`src/rtl/fade_defs.svh`:
```
// Register addresses, field positions, reset values and timing counts of the fade sequencer.
// Operation
// - Ramp-down register at 0x11, hold/fade codes.
// - Fade code zero shuts down instantly, else ramps.
// - Hold code zero skips delay, else 1/16s-4s.
// - Ramp-up register at 0x12, upper bits zero.
// - Ramp code zero restores full current instantly.
// - All durations count PWM clock ticks.
// - Internal oscillator runs throughout any fade.
// - Sequencer drives 3-bit master reference DAC.
// - All outputs scale by same ratio.
// - Global current caps the fade DAC level.
// - Config register shows hold, fade, ramp status.
// - One config write requests shutdown and options.
// - Zero codes give zero-duration phases.
// - Hold-off keeps full programmed current.
`ifndef FADE_DEFS_SVH
`define FADE_DEFS_SVH

// Register addresses on the serial command word.
`define ADDR_CFG 7'h10
`define ADDR_RAMP_DOWN 7'h11
`define ADDR_RAMP_UP 7'h12
`define ADDR_GLOBAL 7'h15

// Command word fields.
`define CMD_RW_BIT 15
`define CMD_ADDR_HI 14
`define CMD_ADDR_LO 8

// Configuration register bit positions.
`define CFG_RUN_BIT 0
`define CFG_CSWAKE_BIT 1
`define CFG_RAMPEN_BIT 2
`define CFG_ST_HOLD_BIT 3
`define CFG_ST_FADE_BIT 4
`define CFG_ST_RAMP_BIT 5
`define CFG_OSC_EXT_BIT 7

// Ramp-down field positions.
`define RD_HOLD_HI 5
`define RD_HOLD_LO 3
`define RD_FADE_HI 2
`define RD_FADE_LO 0

// Reset values.
`define CFG_RESET 8'h00
`define RAMP_DOWN_RESET 6'h00
`define RAMP_UP_RESET 3'h0
`define GLOBAL_RESET 3'h7

// DAC levels and codes.
`define DAC_FULL 3'h7
`define DAC_ZERO 3'h0
`define CODE_OFF 3'h0

// Timing: PWM clock rate, shortest duration of 1/16 s, eight DAC steps.
`define SYS_HZ 100000000
`define PWM_HZ 32768
`define BASE_TIME_DIV 16
`define BASE_TICKS (`PWM_HZ / `BASE_TIME_DIV)
`define DAC_STEPS 8
`define STEP_TICKS (`BASE_TICKS / `DAC_STEPS)
`define INT_OSC_DIV (`SYS_HZ / `PWM_HZ)

`endif

```
`src/rtl/fade_pkg.sv`:
```
// Types shared by the fade sequencer modules.
package fade_pkg;
  // Sequencer states, one-hot.
  typedef enum logic [4:0] {
    ST_RUN = 5'h01,
    ST_HOLD = 5'h02,
    ST_FADE = 5'h04,
    ST_SHUT = 5'h08,
    ST_RAMP = 5'h10
  } seq_state_e;
  // Duration code and tick count types.
  typedef logic [2:0] code_t;
  typedef logic [17:0] ticks_t;
endpackage

```
`src/rtl/phase_timer_if.sv`:
```
// Connection between the sequencer and its phase timer.
`timescale 1ns/1ps
interface phase_timer_if;
  import fade_pkg::*;
  logic load; // Restarts the count.
  logic tick; // One PWM clock period elapsed.
  ticks_t target; // Ticks per interval.
  logic done; // Interval complete.
  modport seq (output load, output tick, output target, input done);
  modport timer (input load, input tick, input target, output done);
endinterface

```
`src/rtl/fade_sequencer.sv`:
```
// Shutdown fade and wakeup ramp sequencer with its registers.
`timescale 1ns/1ps
`include "fade_defs.svh"
module fade_sequencer #(
  parameter int INT_OSC_DIV = `INT_OSC_DIV
) (
  // Clock and reset.
  input wire logic sys_clk_in,
  input wire logic rst_n_in,
  // Decoded serial command word and read-back byte.
  input wire logic cmd_strobe_in,
  input wire logic [15:0] cmd_word_in,
  output logic [7:0] rd_data_out,
  // PWM clock sources and wakeup.
  input wire logic serial_out_or_clock_in_pin_in,
  input wire logic cs_wake_in,
  input wire logic pwm_in_use_in,
  // Current reference and power control.
  output logic [2:0] fade_dac_out,
  output logic shutdown_out,
  output logic osc_run_out
);
  import fade_pkg::*;

  ////////////////////////////////////////////////////////////////////////////
  // State.

  // All sequencer state in one record.
  typedef struct packed {
    seq_state_e state; // Sequencer phase.
    logic [2:0] level; // Ramp position before capping.
    logic [2:0] dac; // Capped DAC drive.
    logic shut; // Shutdown output.
    logic osc_run; // Internal oscillator enable.
    logic run; // Config run bit.
    logic cswake; // Chip-select wakeup enable.
    logic rampen; // Ramp-up on restart enable.
    logic osc_ext; // External PWM clock selected.
    logic [5:0] ramp_down; // Hold and fade codes.
    code_t ramp_up; // Ramp-up code.
    logic [2:0] iset; // Global current.
    logic [7:0] rd; // Read-back byte.
    logic [2:0] sync; // Pin synchroniser.
    logic ext_lvl; // Filtered pin level.
    logic [11:0] pre; // Internal oscillator divider.
    logic tick; // PWM tick.
  } seq_s;

  seq_s r_reg; // Registered state.
  seq_s r_next; // Next state.

  phase_timer_if tif ();

  // Timer instance.
  phase_timer u_timer (
    .sys_clk_in(sys_clk_in),
    .rst_n_in(rst_n_in),
    .tmr(tif.timer)
  );

  ////////////////////////////////////////////////////////////////////////////
  // Decode and timing helpers.

  logic wr_en; // Write command.
  logic rd_en; // Read command.
  logic [6:0] addr; // Addressed register.
  logic [7:0] wdata; // Write data.
  code_t hold_code; // Hold-off code.
  code_t fade_code; // Fade-off code.
  code_t phase_code; // Code of current phase.

  assign wr_en = cmd_strobe_in && !cmd_word_in[`CMD_RW_BIT];
  assign rd_en = cmd_strobe_in && cmd_word_in[`CMD_RW_BIT];
  assign addr = cmd_word_in[`CMD_ADDR_HI:`CMD_ADDR_LO];
  assign wdata = cmd_word_in[7:0];
  assign hold_code = r_reg.ramp_down[`RD_HOLD_HI:`RD_HOLD_LO];
  assign fade_code = r_reg.ramp_down[`RD_FADE_HI:`RD_FADE_LO];

  // Pick the code that times the present phase.
  always_comb begin
    if (r_reg.state == ST_HOLD) begin
      phase_code = hold_code;
    end else if (r_reg.state == ST_FADE) begin
      phase_code = fade_code;
    end else begin
      phase_code = r_reg.ramp_up;
    end
  end

  // Hold-off lasts the whole duration; fade and ramp intervals are an eighth.
  always_comb begin
    if (phase_code == `CODE_OFF) begin
      tif.target = 18'h00001;
    end else if (r_reg.state == ST_HOLD) begin
      tif.target = 18'(`BASE_TICKS) << (phase_code - 3'h1);
    end else begin
      tif.target = 18'(`STEP_TICKS) << (phase_code - 3'h1);
    end
  end

  assign tif.tick = r_reg.tick;
  assign tif.load = (r_next.state != r_reg.state);

  ////////////////////////////////////////////////////////////////////////////
  // Next-state logic.

  // Registers, PWM tick, sequencer and outputs.
  always_comb begin
    r_next = r_reg;
    // Three-stage pin synchroniser; level taken once stages two and three agree.
    r_next.sync = {r_reg.sync[1:0], serial_out_or_clock_in_pin_in};
    if (r_reg.sync[1] == r_reg.sync[2]) begin
      r_next.ext_lvl = r_reg.sync[2];
    end
    // Internal oscillator divider runs only while enabled.
    if (r_reg.osc_run && r_reg.pre != 12'(INT_OSC_DIV - 1)) begin
      r_next.pre = r_reg.pre + 12'h001;
    end else begin
      r_next.pre = 12'h000;
    end
    if (r_reg.osc_ext) begin
      // External clock must keep toggling until the phase ends.
      r_next.tick = r_next.ext_lvl && !r_reg.ext_lvl;
    end else begin
      r_next.tick = r_reg.osc_run && (r_reg.pre == 12'(INT_OSC_DIV - 1));
    end
    // Register writes; unused upper bits are dropped.
    if (wr_en) begin
      if (addr == `ADDR_CFG) begin
        r_next.run = wdata[`CFG_RUN_BIT];
        r_next.cswake = wdata[`CFG_CSWAKE_BIT];
        r_next.rampen = wdata[`CFG_RAMPEN_BIT];
        r_next.osc_ext = wdata[`CFG_OSC_EXT_BIT];
      end else if (addr == `ADDR_RAMP_DOWN) begin
        r_next.ramp_down = wdata[5:0];
      end else if (addr == `ADDR_RAMP_UP) begin
        r_next.ramp_up = wdata[2:0];
      end else if (addr == `ADDR_GLOBAL) begin
        r_next.iset = wdata[2:0];
      end
    end
    // Chip-select pulse wakes the device when enabled.
    if (cs_wake_in && r_reg.cswake && r_reg.state == ST_SHUT) begin
      r_next.run = 1'b1;
    end
    // Sequencer.
    case (r_reg.state)
      ST_RUN, ST_RAMP: begin
        if (!r_next.run) begin
          // Shutdown request: skip empty phases.
          if (hold_code != `CODE_OFF) begin
            r_next.state = ST_HOLD;
            r_next.level = `DAC_FULL;
          end else if (fade_code != `CODE_OFF) begin
            r_next.state = ST_FADE;
            r_next.level = `DAC_FULL;
          end else begin
            r_next.state = ST_SHUT;
            r_next.level = `DAC_ZERO;
          end
        end else if (r_reg.state == ST_RAMP && tif.done) begin
          if (r_reg.level == `DAC_FULL) begin
            r_next.state = ST_RUN;
          end else begin
            r_next.level = r_reg.level + 3'h1;
          end
        end
      end
      ST_HOLD, ST_FADE, ST_SHUT: begin
        if (r_next.run) begin
          // Restart: ramp from present level, or jump to full current.
          if (r_next.rampen && r_reg.ramp_up != `CODE_OFF) begin
            r_next.state = ST_RAMP;
          end else begin
            r_next.state = ST_RUN;
            r_next.level = `DAC_FULL;
          end
        end else if (r_reg.state == ST_HOLD && tif.done) begin
          if (fade_code != `CODE_OFF) begin
            r_next.state = ST_FADE;
          end else begin
            r_next.state = ST_SHUT;
            r_next.level = `DAC_ZERO;
          end
        end else if (r_reg.state == ST_FADE && tif.done) begin
          if (r_reg.level == `DAC_ZERO) begin
            r_next.state = ST_SHUT;
          end else begin
            r_next.level = r_reg.level - 3'h1;
          end
        end
      end
      default: begin
        r_next.state = ST_SHUT;
      end
    endcase
    // Master reference DAC, capped by global current; all outputs scale alike.
    r_next.dac = (r_next.level < r_next.iset) ? r_next.level : r_next.iset;
    r_next.shut = (r_next.state == ST_SHUT);
    // Oscillator kept alive through every timed phase.
    r_next.osc_run = pwm_in_use_in || (r_next.state != ST_RUN && r_next.state != ST_SHUT);
    // Read-back with zeroed upper bits and live status.
    if (rd_en) begin
      if (addr == `ADDR_CFG) begin
        r_next.rd = 8'h00;
        r_next.rd[`CFG_RUN_BIT] = r_reg.run;
        r_next.rd[`CFG_CSWAKE_BIT] = r_reg.cswake;
        r_next.rd[`CFG_RAMPEN_BIT] = r_reg.rampen;
        r_next.rd[`CFG_ST_HOLD_BIT] = (r_reg.state == ST_HOLD);
        r_next.rd[`CFG_ST_FADE_BIT] = (r_reg.state == ST_FADE);
        r_next.rd[`CFG_ST_RAMP_BIT] = (r_reg.state == ST_RAMP);
        r_next.rd[`CFG_OSC_EXT_BIT] = r_reg.osc_ext;
      end else if (addr == `ADDR_RAMP_DOWN) begin
        r_next.rd = {2'h0, r_reg.ramp_down};
      end else if (addr == `ADDR_RAMP_UP) begin
        r_next.rd = {5'h00, r_reg.ramp_up};
      end else if (addr == `ADDR_GLOBAL) begin
        r_next.rd = {5'h00, r_reg.iset};
      end else begin
        r_next.rd = 8'h00;
      end
    end
  end

  ////////////////////////////////////////////////////////////////////////////
  // Registers and outputs.

  // State register; device starts in shutdown.
  always_ff @(posedge sys_clk_in) begin
    if (!rst_n_in) begin
      r_reg <= '0;
      r_reg.state <= ST_SHUT;
      r_reg.shut <= 1'b1;
      r_reg.iset <= `GLOBAL_RESET;
      r_reg.ramp_down <= `RAMP_DOWN_RESET;
      r_reg.ramp_up <= `RAMP_UP_RESET;
    end else begin
      r_reg <= r_next;
    end
  end

  assign rd_data_out = r_reg.rd;
  assign fade_dac_out = r_reg.dac;
  assign shutdown_out = r_reg.shut;
  assign osc_run_out = r_reg.osc_run;
endmodule

```
`src/rtl/phase_timer.sv`:
```
// Interval timer counting PWM ticks up to a target.
`timescale 1ns/1ps
module phase_timer (
  // Clock and reset.
  input wire logic sys_clk_in,
  input wire logic rst_n_in,
  // Sequencer side.
  phase_timer_if.timer tmr
);
  import fade_pkg::*;

  // All timer state.
  typedef struct packed {
    ticks_t cnt;
  } timer_s;

  timer_s r_reg; // Registered state.
  timer_s r_next; // Next state.

  // Done marks the last tick of an interval. It must not look at load: load follows
  // the sequencer's next state, which itself follows done, and that would close a loop.
  assign tmr.done = tmr.tick && (r_reg.cnt == tmr.target - 18'h00001);

  // Count ticks; a load or a completed interval restarts from zero.
  always_comb begin
    r_next = r_reg;
    if (tmr.load || tmr.done) begin
      r_next.cnt = 18'h00000;
    end else if (tmr.tick) begin
      r_next.cnt = r_reg.cnt + 18'h00001;
    end
  end

  // State register.
  always_ff @(posedge sys_clk_in) begin
    if (!rst_n_in) begin
      r_reg <= '0;
    end else begin
      r_reg <= r_next;
    end
  end
endmodule

```
`config.mk`:
```
export PLATFORM = sky130hd
export DESIGN_NAME = fade_sequencer
export DESIGN_NICKNAME = d
export VERILOG_FILES = /design/src/rtl/fade_pkg.sv /design/src/rtl/phase_timer_if.sv /design/src/rtl/fade_sequencer.sv /design/src/rtl/phase_timer.sv
export VERILOG_INCLUDE_DIRS = /design/src /design/src/rtl
export SDC_FILE = /design/constraint.sdc
export NUM_CORES = 1
export LEC_CHECK = 0
export BUFFER_PORTS_ARGS = -buffer_cell sky130_fd_sc_hd__buf_4
export CAP_MARGIN = 10
export CORE_AREA = 2 2 93 95
export CTS_CLUSTER_SIZE = 16
export DETAILED_ROUTE_END_ITERATION = 8
export DIE_AREA = 0 0 95 97
export GPL_TIMING_DRIVEN = 0
export PLACE_DENSITY = 0.82
export SLEW_MARGIN = 10
export SYNTH_ARGS = -nofsm -noshare
export SYNTH_HDL_FRONTEND = slang
export SYNTH_SLANG_ARGS = --single-unit
```
`constraint.sdc`:
```
create_clock -name sys_clk_in -period 13.3 [get_ports sys_clk_in]
set_input_delay 0 -clock sys_clk_in [delete_from_list [all_inputs] [get_ports sys_clk_in]]
set_output_delay 0 -clock sys_clk_in [all_outputs]
set_load 0.02 [all_outputs]
```
==> results of run 1 <==
-- what timing repair did --
item                       CTS  global route
setup endpoints to repair    0             0
hold buffers                10             0
hold endpoints to repair    19             0
-- cells in the mapped netlist, drive strengths merged, types with 13 or more instances --
cell	count
buf	17
nor2	81
clkbuf	22
a21oi	38
o21ai	16
nor3	15
mux2i	19
xor2	19
nand3	18
dfxtp	71
nand4	13
nand2	50
xnor2	13
-- through the flow --
stage	power (mW)	cells	worst slack (ns)	hold slack, ns
3_3_place_gp	0.278	679	7.25	0.214
6_report	0.436	704	7.02	0.0380
4_1_cts	0.438	704	7.10	0.0170
2_1_floorplan	0.261	545	7.97	0.127
5_1_grt	0.454	704	6.67	0.0383
3_5_place_dp	0.279	679	7.13	0.216
-- worst min-delay path by stage --
stage          cells after the start                          end                     startpoint
2_1_floorplan                      1        r_next[15]$_SDFF_PN0_  serial_out_or_clock_in_pin_in
3_3_place_gp                       2        r_next[15]$_SDFF_PN0_  serial_out_or_clock_in_pin_in
3_5_place_dp                       2        r_next[15]$_SDFF_PN0_  serial_out_or_clock_in_pin_in
4_1_cts                            3  rd_data_out[7]$_SDFFE_PN0P_                cmd_word_in[15]
5_1_grt                            3  rd_data_out[7]$_SDFFE_PN0P_                cmd_word_in[15]
6_report                           3  rd_data_out[7]$_SDFFE_PN0P_                cmd_word_in[15]
-- metal layers --
layer	up-vias	share of wire	GRT usage
met4	0	0.033	0.108
met2	128	0.47	0.392
li1	2044	-	-
met3	23	0.049	0.0382
met1	1975	0.45	0.318
met5	-	0	0
-- where the power goes --
| group | internal (mW) | leakage, nW | switching (mW) | total [mW] |
|---|---|---|---|---|
| registers | 0.218 | 0.574 | 0.00378 | 0.221 |
| clock network | 0.0767 | 0.0922 | 0.0815 | 0.158 |
| logic | 0.0242 | 1.21 | 0.0318 | 0.0561 |
| total | 0.318 | 1.88 | 0.117 | 0.436 |
-- critical path, stage by stage, from the launching register on --
cell and delay [ns]:
dfxtp_1 0.31, buf_6 0.13, or3b_1 0.36, clkbuf_1 0.19, nor2_1 0.58, mux2i_1 0.27, nor2_1 0.05, a21oi_1 0.13
ha_1 0.20, ha_1 0.25, clkbuf_1 0.21, or2_2 0.36, nor2_1 0.16, a2bb2oi_1 0.11, and4_1 0.17, o211ai_1 0.28
a2111oi_4 0.17, buf_6 0.18, a31oi_1 0.16, nor3_1 0.06, o32ai_1 0.49, inv_1 0.09, ha_1 0.33, a21o_1 0.22
nor4_1 0.30, a21oi_1 0.11, mux2_2 0.28
-- cell families (layout without fill, tap and decap cells) --
group           Yosys count  after routing  share of synthesized area
xor+xnor                 32             32                     0.0650
flops                    71             71                      0.330
fa+ha+maj                11             11                     0.0319
buf+inv                  52            106                     0.0601
compound gates          108            108                      0.172
mux                      20             20                     0.0467
other cells               1              1                   0.000870
simple gates            250            250                      0.294
-- final cells by class --
class,count,area [sq um]
buffer,39,210
multi-input combinational,422,2630
timing repair buffer,39,318
clock buffer,12,155
inverter,13,48.8
sequential,71,1420
clock inverter,3,18.8
tap,105,131
fill,736,3200
==> flow_metrics.tcl, run 1 <==
set metrics [dict create \
    core_sq_mm 0.00813 \
    worst_pin_slew_ns 0.708 \
    worst_r2r_endpoint "fade_dac_out[1]$_SDFF_PN0_" \
    ys_seq_elements 71 \
    synthDistinctLibCells 71 \
    synth.largest_area_cell "dfxtp_1" \
    antenna_cells 0 \
    fin_setup_tns_ns 0 \
    endpoint "fade_dac_out[1]$_SDFF_PN0_" \
    die-area_sq_mm 0.00922 \
    cp.required_ns 13.54 \
    clock_sinks 71 \
    avgSynthCellArea_sq_um 7.91 \
    synthArstFlopShare 0 \
    end_kind "register" \
    synth_cells 545 \
    vias 4170 \
    fmax_mhz 159 \
    synth.net_count 578 \
    worstPathArrival_ns 6.52 \
    wirelength_um 10800 \
    drive_gt1_frac 0.122 \
    cts_resized 0 \
    synth_area_leaders "dfxtp_1 33%, nor2_1 7.1%, a21oi_1 4.4%, mux2i_1 4.4%, nand2_1 4.4%" \
    drt_iter0_drc 318 \
    status "finished clean" \
    startpoint "r_reg[50]$_SDFF_PN0_" \
    r2r_start "r_reg[50]$_SDFF_PN0_" \
    htreeDepth 3 \
    path_max_fanout 10 \
    cts_root_buf "clkbuf_8" \
    drt_first_pass_iters 5 \
    die_y_um 97 \
    final_area_sq_mm 0.00493 \
    die_w_um 95 \
    hold_class "in2reg" \
    seq_area_frac_synth 0.330 \
    ios 35 \
    layout_commonest_cell "nor2_1" \
    p_leak_nw 1.88 \
    finalSetupViolCount 0 \
    num_rows 33 \
    syn-cell-area_sq_mm 0.00431 \
    cts.clk_slew.worst_paths_ns 0.08 \
    timing.slew.headroom 0.526 \
    start_kind "register" \
    synthFlopType "dfxtp_1" \
    grt_overflow 0 \
    cts_setup_buffers 0 \
    grt_max_degree 12 \
    nets 628 \
    clockBufferDepth 2 \
    final_max_slew_viol_count 0 \
    grt_pass1_wl_um 17900 \
    drv_cap 0 \
    drtAntennaViolNets 0 \
    rsz0062_at_grt "false" \
    synth_edf_count 0 \
    r2r_cells 26 \
    cts_tree "done" \
    initial_core_util 0.530 \
    finalWeightedCongestion 0.936 \
    skew_ns 0.00805 \
    grt_pass1_vias 3854 \
    via_per_inst 5.92 \
    place_area_sq_mm 0.00466 \
    r2r_slack_ns 7.02 \
    power_density_mw_per_mm2 88.3 \
    irDropWorstVdd_v 0.0000759 \
    clk_latency_ns 0.35 \
    hold_violations 0 \
    syn_to_final_growth_pct 14.5 \
    fin_crit_sh 0.473 \
    netlist.area_leader.share 0.330 \
    grtUsageTotal 0.243 \
    place.port_buffers 29 \
    detailed_place_hpwl_um 7910 \
    largest_register_ffs 32 \
    criticalPathCategory "reg2reg" \
    synth-warning-count 0 \
    cts_buffers 9 \
    wl_per_cell_um 15.4 \
    final_cell_mix "81 x nor2_1, 71 x dfxtp_1, 50 x nand2_1" \
    drc_errors 0 \
    antenna_found_initial 0 \
    post-route-min-period_ns 6.28 \
    fin_util 0.607 \
]
No activity file was read; power rests on OpenSTA's default activity.
==> run 2, diff against run 1 <==
==> constraint.sdc (replaced) <==
create_clock -name sys_clk_in -period 6.1 [get_ports sys_clk_in]
set_input_delay 0 -clock sys_clk_in [delete_from_list [all_inputs] [get_ports sys_clk_in]]
set_output_delay 0 -clock sys_clk_in [all_outputs]
set_load 0.02 [all_outputs]
==> run 2 against run 1 <==
- utilization rose by 0.51 points
- via count grew 0.31%
- combinational power grew 120%
- non-clock buffer count grew 1
- hold slack gained 0.0066 ns
- clock skew grew 0.0015 ns
- sequential power up 120%
- highest routed layer unchanged
==> flow_metrics.tcl, run 2 (synthesis gave the netlist of run 1 again) <==
set metrics [dict create \
    status "finished clean" \
    wirelength_um 10900 \
    worstHoldStart "cmd_word_in[15]" \
    place_area_sq_mm 0.00466 \
    finalWeightedCongestion 0.936 \
    cp.required_ns 6.34 \
    skew_ns 0.00950 \
    core_sq_mm 0.00813 \
    drive_gt1_frac 0.133 \
    syn_to_final_growth_pct 15.4 \
    irDropWorstVdd_v 0.000166 \
    grt_pass1_wl_um 17900 \
    max_stage_delay_ns 0.49 \
    initial_core_util 0.530 \
    start_kind "register" \
    final_cell_mix "80 x nor2_1, 71 x dfxtp_1, 50 x nand2_1" \
    clock_sinks 71 \
    grt_overflow 0 \
    place.port_buffers 29 \
    worst_pin_slew_ns 0.701 \
    path_buf_inv 5 \
    whs_endpoint "rd_data_out[7]$_SDFFE_PN0P_" \
    worst_r2r_endpoint "fade_dac_out[1]$_SDFF_PN0_" \
    grt_max_degree 12 \
    worstPathArrival_ns 6.00 \
    final_max_slew_viol_count 0 \
    die_y_um 97 \
    fin_cells 705 \
    rsz0062_at_grt "false" \
    clockBufferDepth 2 \
    detailed_place_hpwl_um 7910 \
    antenna_found_initial 0 \
    layout_commonest_cell "nor2_1" \
    worstHoldPathCells 3 \
    ios 35 \
    cts_root_buf "clkbuf_8" \
    drtAntennaViolNets 0 \
    drt_iter0_drc 262 \
    num_rows 33 \
    cts.clk_slew.worst_paths_ns 0.08 \
    hold_violations 0 \
    path_max_fanout 10 \
    cts_tree "done" \
    crit_path_top_delay_cell "a2111oi_4" \
    timing.slew.headroom 0.531 \
    wl_per_cell_um 15.5 \
    clk_latency_ns 0.35 \
    fin_crit_sh 0.945 \
    via_per_inst 5.93 \
    criticalPathCategory "reg2reg" \
    drc_errors 0 \
    place_inst 679 \
    crit_family "simple AND/OR/NAND/NOR gates" \
    grt_pass1_vias 3854 \
    drv_cap 0 \
    drt_first_pass_iters 5 \
    r2r_start "r_reg[50]$_SDFF_PN0_" \
    grtUsageTotal 0.243 \
    antenna_cells 0 \
    largest_register_ffs 32 \
    final_area_sq_mm 0.00498 \
    nets 629 \
    power_density_mw_per_mm2 192 \
    fin_util 0.612 \
    p_leak_nw 1.89 \
    cts_buffers 9 \
    end_kind "register" \
    htreeDepth 3 \
    hold_class "in2reg" \
    die-area_sq_mm 0.00922 \
    post-route-min-period_ns 5.76 \
    r2r_cells 26 \
    fmax_mhz 173 \
    vias 4183 \
    die_w_um 95 \
    whs_ns 0.0446 \
    r2r_slack_ns 0.34 \
    finalSetupViolCount 0 \
]
## run 2: cell type report
type                    count  area [sq um]
clock inverters             3          18.8
clock buffers              12           155
well taps                 105           131
repair buffers             40           325
flip-flops and latches     71          1420
inverters                  13          48.8
plain buffers              39           218
multi-input cells         422          2660
fillers                   731          3160
## run 2: repair_timing
item,in CTS,in global routing
setup endpoints to repair,1,3
hold endpoints to repair,19,0
pin swaps,0,2
hold buffers,10,0
gates resized for setup,1,12
setup buffers,0,1
## run 2: metrics by stage
stage                     setup slack (ns)  power [mW]  setup TNS (ns)
after global placement              0.0466       0.605               0
after CTS                           0.0213       0.954               0
final                                0.335       0.954               0
after floorplan                      0.773       0.568               0
after detailed placement           -0.0667       0.608         -0.0667
after global routing               0.00283       0.993               0
## run 2: worst min-delay path: cells and delay by family
family,cells,cell delay [ns]
buffers and inverters,1,0.16
AO/OA/AOI/OAI,1,0.06
AND/OR/NAND/NOR,1,0.13
## run 2: power breakdown
| part | total [mW] | switching, mW | internal [mW] |
|---|---|---|---|
| clock | 0.346 | 0.179 | 0.167 |
| combinational | 0.125 | 0.0702 | 0.0552 |
| sequential | 0.483 | 0.00856 | 0.474 |
| total | 0.954 | 0.257 | 0.697 |
## run 2: layer usage
metal / share of wire / up-vias / GRT usage
met5: 0 / - / 0
met4: 0.031 / 0 / 0.108
met3: 0.046 / 22 / 0.0382
met2: 0.47 / 135 / 0.392
met1: 0.45 / 1988 / 0.318
li1: - / 2038 / -
## run 2: worst max path at each step
| stage | startpoint | cells after the start | to | slack, ns |
|---|---|---|---|---|
| after floorplan | r_reg[50]$_SDFF_PN0_ | 26 | fade_dac_out[1]$_SDFF_PN0_ | 0.77 |
| after CTS | r_reg[49]$_SDFF_PN0_ | 26 | fade_dac_out[1]$_SDFF_PN0_ | 0.02 |
| after global placement | r_reg[50]$_SDFF_PN0_ | 26 | fade_dac_out[1]$_SDFF_PN0_ | 0.05 |
| final | r_reg[50]$_SDFF_PN0_ | 26 | fade_dac_out[1]$_SDFF_PN0_ | 0.34 |
| after global routing | r_reg[50]$_SDFF_PN0_ | 26 | fade_dac_out[1]$_SDFF_PN0_ | 0.003 |
| after detailed placement | r_reg[50]$_SDFF_PN0_ | 26 | fade_dac_out[1]$_SDFF_PN0_ | -0.07 |
